File: config.mk
export PLATFORM = sky130hd
export DESIGN_NAME = sram_host
export DESIGN_NICKNAME = d
export VERILOG_FILES = /design/src/cycle_timer.v /design/src/sram_host.v
export VERILOG_INCLUDE_DIRS = /design/src
export SDC_FILE = /design/constraint.sdc
export NUM_CORES = 1
export LEC_CHECK = 0
export BUFFER_PORTS_ARGS = -buffer_cell sky130_fd_sc_hd__buf_2
export CORE_UTILIZATION = 53
export CTS_CLUSTER_SIZE = 40
export DETAILED_ROUTE_END_ITERATION = 8
export PLACE_DENSITY = 0.87
export REMOVE_ABC_BUFFERS = 1
export SLEW_MARGIN = 25
export SYNTH_ARGS = -nofsm -noshare
export SYNTH_HDL_FRONTEND = slang
export SYNTH_SLANG_ARGS = --single-unit
File: constraint.sdc
create_clock -name ref_clk -period 4.9 [get_ports ref_clk]
set_input_delay 0.735 -clock ref_clk [delete_from_list [all_inputs] [get_ports ref_clk]]
set_output_delay 0.735 -clock ref_clk [all_outputs]
set_load 0.005 [all_outputs]
File: src/sram_host_defs.vh
`ifndef SRAM_HOST_DEFS_VH
`define SRAM_HOST_DEFS_VH
// ===========================================================
// widths
`define ADDR_W 17
`define DATA_W 8
// ===========================================================
// times in ns and clock period in ps
`define CLK_PS 5000
`define T_RC_NS 45
`define T_WC_NS 45
`define T_PWE_NS 35
`define T_SD_NS 25
`define T_DOE_NS 22
`define T_HZ_NS 18
// least times round up to whole cycles
`define RD_CYC ((`T_RC_NS*1000+`CLK_PS-1)/`CLK_PS)
`define WE_CYC ((`T_PWE_NS*1000+`CLK_PS-1)/`CLK_PS)
`define WC_CYC ((`T_WC_NS*1000+`CLK_PS-1)/`CLK_PS)
`define HZ_CYC ((`T_HZ_NS*1000+`CLK_PS-1)/`CLK_PS)
// timer load values: RD_CYC, WE_CYC and HZ_CYC above less one, sized for the timer; WR_END_LOAD is set on its own
`define RD_LOAD 4'h8
`define HZ_LOAD 4'h3
`define WE_LOAD 4'h6
`define WR_END_LOAD 4'h1
// ===========================================================
// state codes
`define ST_IDLE 3'h0
`define ST_RD 3'h1
`define ST_WR_SETUP 3'h2
`define ST_WR 3'h3
`define ST_WR_END 3'h4
`define ST_TURN 3'h5
`define CNT_W 4
`endif

File: src/cycle_timer.v
`timescale 1ns/1ps
// ===========================================================
// down counter: done when it reaches zero
module cycle_timer (
   // clock and reset
   input wire ref_clk,
   input wire reset_n,
   // control
   input wire load,
   input wire [3:0] load_value,
   output wire done
);
   reg [3:0] count_reg;
   always @(posedge ref_clk or negedge reset_n) begin
      if (!reset_n) begin
         count_reg <= 4'h0;
      end else if (load) begin
         count_reg <= load_value;
      end else if (count_reg != 4'h0) begin
         count_reg <= count_reg - 4'h1;
      end
   end
   assign done = (count_reg == 4'h0);
endmodule // cycle_timer

File: src/sram_host.v
`timescale 1ns/1ps
`include "sram_host_defs.vh"
// How it works
// device selected only when primary low, secondary high
// write lasts while strobe and select overlap
// data held stable past the ending edge
// gate high keeps device data lines floating
// deselect with strobe rise causes no drive
// host never drives while device drives data
// strobe stays high through every read
// address valid before select goes active; the code drives address and select on the same edge
// held-selected read returns data per address
// strobe, gate and select choose device mode
module sram_host (
   // clock and reset
   input wire ref_clk,
   input wire reset_n,
   // user request side
   input wire req_valid,
   input wire req_write,
   input wire [16:0] req_addr,
   input wire [7:0] req_wdata,
   output reg req_ready,
   output reg rsp_valid,
   output reg [7:0] rsp_rdata,
   // memory pins
   output reg [16:0] mem_addr,
   output reg primary_select_n,
   output reg secondary_select,
   output reg write_strobe_n,
   output reg output_gate_n,
   input wire [7:0] mem_data_in,
   output reg [7:0] mem_data_out,
   output reg mem_data_oe
);
   // ===========================================================
   // state
   reg [2:0] state_reg;
   reg [2:0] state_next;
   reg timer_load;
   reg [3:0] timer_value;
   wire timer_done;
   reg hold_sel;
   // look-ahead timer runs one count ahead, so ready can lead the read's end
   wire [3:0] ahead_value;
   wire ahead_done;
   reg ready_next;

   cycle_timer u_timer (
      .ref_clk(ref_clk),
      .reset_n(reset_n),
      .load(timer_load),
      .load_value(timer_value),
      .done(timer_done)
   );

   cycle_timer u_ahead (
      .ref_clk(ref_clk),
      .reset_n(reset_n),
      .load(timer_load),
      .load_value(ahead_value),
      .done(ahead_done)
   );
   assign ahead_value = (timer_value == 4'h0) ? 4'h0 : timer_value - 4'h1;

   // ===========================================================
   // next state and timer loads
   always @* begin
      state_next = state_reg;
      timer_load = 1'b0;
      timer_value = 4'h0;
      hold_sel = 1'b0;
      case (state_reg)
         `ST_IDLE: begin
            if (req_valid && req_ready) begin
               timer_load = 1'b1;
               if (req_write) begin
                  state_next = `ST_WR_SETUP;
                  timer_value = 4'h0;
               end else begin
                  state_next = `ST_RD;
                  timer_value = `RD_LOAD;
               end
            end
         end
         `ST_RD: begin
            if (timer_done) begin
               // select kept for back to back reads, address driven
               if (req_valid && req_ready && !req_write) begin
                  hold_sel = 1'b1;
                  timer_load = 1'b1;
                  timer_value = `RD_LOAD;
               end else begin
                  state_next = `ST_TURN;
                  timer_load = 1'b1;
                  timer_value = `HZ_LOAD;
               end
            end
         end
         `ST_WR_SETUP: begin
            state_next = `ST_WR;
            timer_load = 1'b1;
            timer_value = `WE_LOAD;
         end
         `ST_WR: begin
            if (timer_done) begin
               state_next = `ST_WR_END;
               timer_load = 1'b1;
               timer_value = `WR_END_LOAD;
            end
         end
         `ST_WR_END: begin
            if (timer_done) begin
               state_next = `ST_IDLE;
            end
         end
         `ST_TURN: begin
            if (timer_done) begin
               state_next = `ST_IDLE;
            end
         end
         default: begin
            state_next = `ST_IDLE;
         end
      endcase
   end

   // ===========================================================
   // request ready
   // ready is a flop, so it is raised one edge early: in idle, and in the last
   // count of a read when another read waits, which the held select then takes
   // limitation: a waiting read must not turn into a write while ready stands
   always @* begin
      ready_next = 1'b0;
      if (state_next == `ST_IDLE) begin
         ready_next = 1'b1;
      end else if (state_next == `ST_RD && !timer_load && ahead_done) begin
         ready_next = req_valid && !req_write;
      end
   end

   // ===========================================================
   // pin and response registers
   // every pin is a flop output so the device sees clean edges
   always @(posedge ref_clk or negedge reset_n) begin
      if (!reset_n) begin
         state_reg <= `ST_IDLE;
         req_ready <= 1'b0;
         rsp_valid <= 1'b0;
         rsp_rdata <= 8'h00;
         mem_addr <= 17'h00000;
         primary_select_n <= 1'b1;
         secondary_select <= 1'b0;
         write_strobe_n <= 1'b1;
         output_gate_n <= 1'b1;
         mem_data_out <= 8'h00;
         mem_data_oe <= 1'b0;
      end else begin
         state_reg <= state_next;
         rsp_valid <= 1'b0;
         req_ready <= ready_next;
         case (state_reg)
            `ST_IDLE: begin
               if (state_next == `ST_RD) begin
                  // address goes out with the select, never after it
                  mem_addr <= req_addr;
                  primary_select_n <= 1'b0;
                  secondary_select <= 1'b1;
                  write_strobe_n <= 1'b1;
                  output_gate_n <= 1'b0;
                  mem_data_oe <= 1'b0;
               end else if (state_next == `ST_WR_SETUP) begin
                  // gate stays high through the write so the device never drives
                  mem_addr <= req_addr;
                  mem_data_out <= req_wdata;
                  output_gate_n <= 1'b1;
                  mem_data_oe <= 1'b1;
                  primary_select_n <= 1'b0;
                  secondary_select <= 1'b1;
               end
            end
            `ST_RD: begin
               if (timer_done) begin
                  rsp_valid <= 1'b1;
                  rsp_rdata <= mem_data_in;
                  if (hold_sel) begin
                     // new address alone brings new data
                     mem_addr <= req_addr;
                  end else begin
                     primary_select_n <= 1'b1;
                     secondary_select <= 1'b0;
                     output_gate_n <= 1'b1;
                  end
               end
            end
            `ST_WR_SETUP: begin
               // strobe falls after address is stable; the overlap starts the write
               write_strobe_n <= 1'b0;
            end
            `ST_WR: begin
               if (timer_done) begin
                  // strobe ends the write; select stays a cycle longer and data two cycles longer
                  write_strobe_n <= 1'b1;
               end
            end
            `ST_WR_END: begin
               // deselect strictly after strobe rise, gate already high
               primary_select_n <= 1'b1;
               secondary_select <= 1'b0;
               if (timer_done) begin
                  mem_data_oe <= 1'b0;
               end
            end
            `ST_TURN: begin
               // wait out the device's release of the bus
               mem_data_oe <= 1'b0;
            end
            default: begin
               mem_data_oe <= 1'b0;
            end
         endcase
      end
   end
endmodule // sram_host

==> results of run 1 <==
[synth_stat cells (2+ instances only)]
| cell | n |
|---|---|
| dfstp_2 | 3 |
| and2_1 | 2 |
| nand4_1 | 2 |
| o21a_1 | 2 |
| nor3_1 | 6 |
| nor2_1 | 8 |
| inv_1 | 9 |
| nand2b_1 | 3 |
| o21ai_0 | 6 |
| or3_1 | 2 |
| clkbuf_1 | 7 |
| nand2_1 | 6 |
| nand3_1 | 2 |
| nor3b_1 | 2 |
| dfrtp_1 | 48 |
| a31oi_1 | 3 |
| ha_1 | 2 |
| o32ai_1 | 2 |
| mux2_2 | 31 |
| o31ai_1 | 2 |
| mux2_1 | 2 |
| a211oi_1 | 2 |
| o22ai_1 | 2 |
| a21oi_1 | 8 |
[through the flow]
step                      hold WS [ps]  power, uW  util, %
after floorplan                    439       1220        -
after global placement             468       1470     65.9
after detailed placement           478       1500     66.1
after CTS                          461       1760     68.5
after global routing               488       1890     68.6
final                              437       1750     68.6
[layout make-up]
| cell class | count | area, um^2 |
|---|---|---|
| Inverter | 9 | 33.8 |
| Sequential cell | 51 | 1280 |
| Timing Repair Buffer | 77 | 390 |
| Clock buffer | 6 | 82.6 |
| Tap cell | 50 | 62.6 |
| Multi-Input combinational cell | 115 | 922 |
| Fill cell | 317 | 1270 |
| Clock inverter | 2 | 13.8 |
[per-layer routing]
layer	wire length [um]	up-vias
met5	0	-
met4	34	0
met3	264	4
met2	2220	69
met1	1850	811
li1	-	813
[path summary, 6_finish.rpt]
kind                                             startpoint                           to
setup / recovery           u_timer.count_reg[0]$_DFFE_PN0P_     mem_addr[16]$_DFFE_PN0P_
setup reg to reg           u_timer.count_reg[0]$_DFFE_PN0P_     mem_addr[16]$_DFFE_PN0P_
hold reg to reg                     mem_addr[4]$_DFFE_PN0P_      mem_addr[4]$_DFFE_PN0P_
min in group ref_clk                mem_addr[4]$_DFFE_PN0P_      mem_addr[4]$_DFFE_PN0P_
max in group asynchronous                           reset_n       state_reg[2]$_DFF_PN0_
hold / removal                                      reset_n  mem_data_out[2]$_DFFE_PN0P_
[logic make-up (layout without fill, tap and decap cells)]
family	count (synthesis)	in the layout	synth area share (%)
fa+ha+maj	2	2	1.10
xor+xnor	2	2	0.769
simple gates	40	40	10.3
buf+inv	19	94	3.52
compound gates	37	37	11.3
mux	34	34	16.8
flops	51	51	56.2
[power breakdown]
group	internal [uW]	switching (uW)
Sequential	633	153
Combinational	392	313
Clock	116	141
Total	1140	608
[critical path: cells and delay by family (launching register included)]
kind	cells	cell delay, ps
and+or+nand+nor	2	950
DFF	1	390
buffers and inverters	2	380
muxes	1	350
adders and majority gates	1	200
AOI/OAI and AO/OA	1	150
==> impl_metrics.json, run 1 <==
{
  "status": "finished clean",
  "drtIter0Drc": 130,
  "setup_ws_ps": 2360,
  "regMostFlops": "mem_addr",
  "synth-warning-count": 0,
  "ys_seq_area_share_pct": 56.2,
  "netlist_top_cells_area": "dfrtp_1 (53%), mux2_2 (15%), dfstp_2 (3.5%)",
  "tns_ps": 0,
  "yosys.cell_types.count": 47,
  "postCtsSetupBuffers": 0,
  "synth_cells": 185,
  "nets": 298,
  "tightestPinTransition_ps": 748,
  "rsz0062_at_grt": "false",
  "track_usage_pct": 20.7,
  "hpwl_mm": 3.16,
  "viasPerCell": 5.47,
  "synth_edf_count": 0,
  "grt_pass1_vias": 1544,
  "final_common_cell": "buf_2",
  "crit_slowest_cell": "or3b_1",
  "use_met3_pct": 5.57,
  "synth_largest_area_cell": "dfrtp_1",
  "timing.final.hold_violations": 0,
  "relSlewSlack_pct": 49.9,
  "portBuffers": 76,
  "cts_tree": "yes",
  "cts.sinks": 51,
  "numCtsBuffers": 5,
  "cts_buffer_depth": 2,
  "area_delta_synth_final_pct": 22.3,
  "stdcell_area_um2": 2790,
  "p_per_area_nw_per_um2": 628,
  "die-area_um2": 4560,
  "reg2regPathDepth": 7,
  "vias": 1697,
  "grt_first_pass_wirelength_mm": 6.92,
  "dpl_cell_area_um2": 2680,
  "worstPathArrival_ps": 2730,
  "cts_root_buffer": "clkbuf_8",
  "core_um2": 4060,
  "instances_no_fill": 310,
  "num_io_pins": 77,
  "cap_violations": 0,
  "min_path_type": "input port to asynchronous set/reset pin",
  "slowest_delay_ps": 480,
  "pre_cts_ws_ps": 2190,
  "met1_usage_pct": 26.1,
  "holdBufCountCts": 0,
  "worstPathCellList": "inv_1, ha_1, or3b_1, o21ai_2, nor4b_4, buf_4, mux2_2",
  "worstSkewPairLatency_ps": 300,
  "drv_slew": 0,
  "largest_reg_flops": 17,
  "ctsResizeCount": 0,
  "dp.cells": 301,
  "finalClockSkew_ps": 4.30,
  "async_flop_share_pct": 100,
  "r2r_slack_ps": 2360,
  "synthDominantCellAreaShare_pct": 52.7,
  "setup_viol_count_final": 0,
  "cp_max_fo": 11,
  "start_kind": "flop",
  "endpoint_kind": "flop",
  "fmax_ghz": 0.394,
  "grt_max_degree": 52,
  "avgSynthCellArea_um2": 12.3,
  "top_usage_layer": "met2",
  "cp.required_ps": 5100,
  "power.leakage_uw": 0.00135,
  "fp.dieH_um": 67.6,
  "diodes": 0,
  "ys_seq_elements": 51,
  "reg_top3": "mem_addr (17), mem_data_out (8), rsp_rdata (8)",
  "drt_first_pass_iters": 4,
  "vdd_drop_max_uv": 375,
  "final_antenna_net_count": 0,
  "period_minus_slack_ps": 2540,
  "synth_ff_type": "dfrtp_1",
  "grt_antenna_before_repair": 0,
  "final_cell_mix": "buf_2 (75), dfrtp_1 (48), mux2_2 (31)",
  "clk_pin_slew_ps": 90,
  "layout-drive-gt1-share_pct": 48.1,
  "start_util_pct": 56.1,
  "gp_congestion": 0.836,
  "htreeDepth": 2,
  "wl_per_cell_um": 14.1,
  "dieWidth_um": 67.6,
  "drt-total-wl_mm": 4.37,
  "rows": 23,
  "overflow": 0,
  "drc_errors": 0,
  "netlist_area_um2": 2280,
  "finalCritPeriodShare_pct": 51.8,
  "use_met2_pct": 34.7,
  "crit_type": "flop to flop"
}
Note: power is estimated with default switching activity, not from simulation.
==> run 2, diff against run 1 <==
- CORE_UTILIZATION: 53 -> 45
- PLACE_DENSITY: 0.87 -> 0.79
- clock period: 4.9 -> 2.2 ns (I/O delays scaled with it)
==> impl_metrics.json, run 2 (same netlist as run 1, synthesis figures left out) <==
{
  "status": "finished clean",
  "path_depth": 8,
  "cts_root_buffer": "clkbuf_8",
  "setup_viol_count_final": 0,
  "largest_reg_flops": 17,
  "final_util_pct": 63.7,
  "dieWidth_um": 73.1,
  "relSlewSlack_pct": 55.2,
  "instances_no_fill": 343,
  "layout-drive-gt1-share_pct": 52.5,
  "crit_path_end": "mem_addr[8]$_DFFE_PN0P_",
  "wl_per_cell_um": 14.9,
  "grt_max_degree": 32,
  "holdBufCountCts": 0,
  "drc_errors": 0,
  "drtIter0Drc": 135,
  "grt_first_pass_wirelength_mm": 8.10,
  "multi_input_area_um2": 962,
  "power.leakage_uw": 0.00147,
  "area_delta_synth_final_pct": 33.8,
  "cts_tree": "yes",
  "p_per_area_nw_per_um2": 1450,
  "track_usage_pct": 19.8,
  "cts.sinks": 51,
  "worstPathArrival_ps": 2350,
  "fmax_ghz": 0.463,
  "cp-startpoint": "u_timer.count_reg[1]$_DFFE_PN0P_",
  "reg_top3": "mem_addr (17), mem_data_out (8), rsp_rdata (8)",
  "finalClockSkew_ps": 4.89,
  "cp.required_ps": 2390,
  "vias": 1817,
  "gp_congestion": 0.807,
  "dp.cells": 329,
  "drt_first_pass_iters": 4,
  "start_util_pct": 47.6,
  "min_path_type": "input port to asynchronous set/reset pin",
  "reg2regPathDepth": 8,
  "num_io_pins": 77,
  "nFillCells": 355,
  "die-area_um2": 5350,
  "fp.dieH_um": 73.1,
  "cap_violations": 0,
  "dpl_cell_area_um2": 2790,
  "overflow": 0,
  "drv_slew": 0,
  "r2r_slack_ps": 40,
  "hpwl_mm": 3.47,
  "stdcell_area_um2": 3050,
  "final_common_cell": "buf_2",
  "seq_area_um2": 1280,
  "grt_pass1_vias": 1781,
  "final_cell_mix": "buf_2 (76), dfrtp_1 (48), mux2_2 (25)",
  "vdd_drop_max_uv": 823,
  "timing.final.hold_violations": 0,
  "worst-path-buf-inv": 3,
  "grt_antenna_before_repair": 0,
  "viasPerCell": 5.30,
  "finalCritPeriodShare_pct": 98.1,
  "rows": 25,
  "cp_max_fo": 8,
  "core_um2": 4790,
  "cts_buffer_depth": 2,
  "final_antenna_net_count": 0,
  "start_kind": "flop",
  "period_minus_slack_ps": 2160,
  "crit_slowest_cell": "dfrtp_1",
  "slowest_delay_ps": 410,
  "diodes": 0,
  "crit_type": "flop to flop",
  "worstSkewPairLatency_ps": 300,
  "regMostFlops": "mem_addr",
  "tns_ps": 0,
  "portBuffers": 76,
  "cp_top_family": "simple AND/OR/NAND/NOR gates",
  "r2r_end": "mem_addr[8]$_DFFE_PN0P_",
  "numCtsBuffers": 5,
  "clk_pin_slew_ps": 90,
  "nets": 314,
  "htreeDepth": 2,
  "tightestPinTransition_ps": 672,
  "drt-total-wl_mm": 5.11,
  "r2r-start": "u_timer.count_reg[1]$_DFFE_PN0P_",
  "worstPathCellList": "inv_2, ha_4, or3b_4, o21ai_2, nor4b_4, buf_4, clkbuf_16, mux2_4",
  "endpoint_kind": "flop"
}
## run 2: cell count changes in the layout (fill, tap and decap cells not counted), sizes merged
cell / before / now
clkinv: 1 / 0
bufinv: 0 / 2
buf: 77 / 91
inv: 10 / 9
clkbuf: 6 / 8
## run 2: report_power, final
group	internal (uW)	switching, uW
Combinational	1080	892
Sequential	1410	275
Clock	454	303
Total	2950	1470
## run 2: per-stage QoR
step,total power [uW],hold slack (ps),setup slack (ps)
2_1_floorplan,2710,34.4,-179
3_3_place_gp,3410,408,183
3_5_place_dp,3490,408,55.9
4_1_cts,4260,75.0,39.1
5_1_grt,4710,113,-49.2
6_report,4420,53.2,40.7
## run 2: area by class of cell
type,instances,share of cell area [%]
clock buffer,6,2.38
sequential,51,42.0
timing repair buffer,93,18.2
tap,67,2.75
multi-input combinational,115,31.6
inverter,9,1.11
clock inverter,2,1.97
## run 2: worst min path at each step
stage,from,to,slack (ps),depth (start not counted)
6_report,reset_n,mem_addr[1]$_DFFE_PN0P_,50,1
5_1_grt,reset_n,mem_addr[10]$_DFFE_PN0P_,110,1
4_1_cts,reset_n,u_ahead.count_reg[2]$_DFFE_PN0P_,70,1
3_5_place_dp,reset_n,mem_addr[1]$_DFFE_PN0P_,410,1
3_3_place_gp,reset_n,mem_addr[0]$_DFFE_PN0P_,410,1
2_1_floorplan,reset_n,mem_addr[0]$_DFFE_PN0P_,30,0
## run 2: timing repair
action / CTS / global route
endpoints found under the setup margin: 0 / 21
hold endpoints to repair: 0 / 0
setup buffers: 0 / 4
resized for setup: 0 / 13
## run 2: metal layers
layer | GRT usage, % | vias to the layer above | wire [um]
met5 | 0 | - | 0
met1 | 26.6 | 890 | 2270
met3 | 4.97 | 8 | 348
li1 | - | 843 | -
met4 | 8.50 | 0 | 66
met2 | 30.6 | 76 | 2430
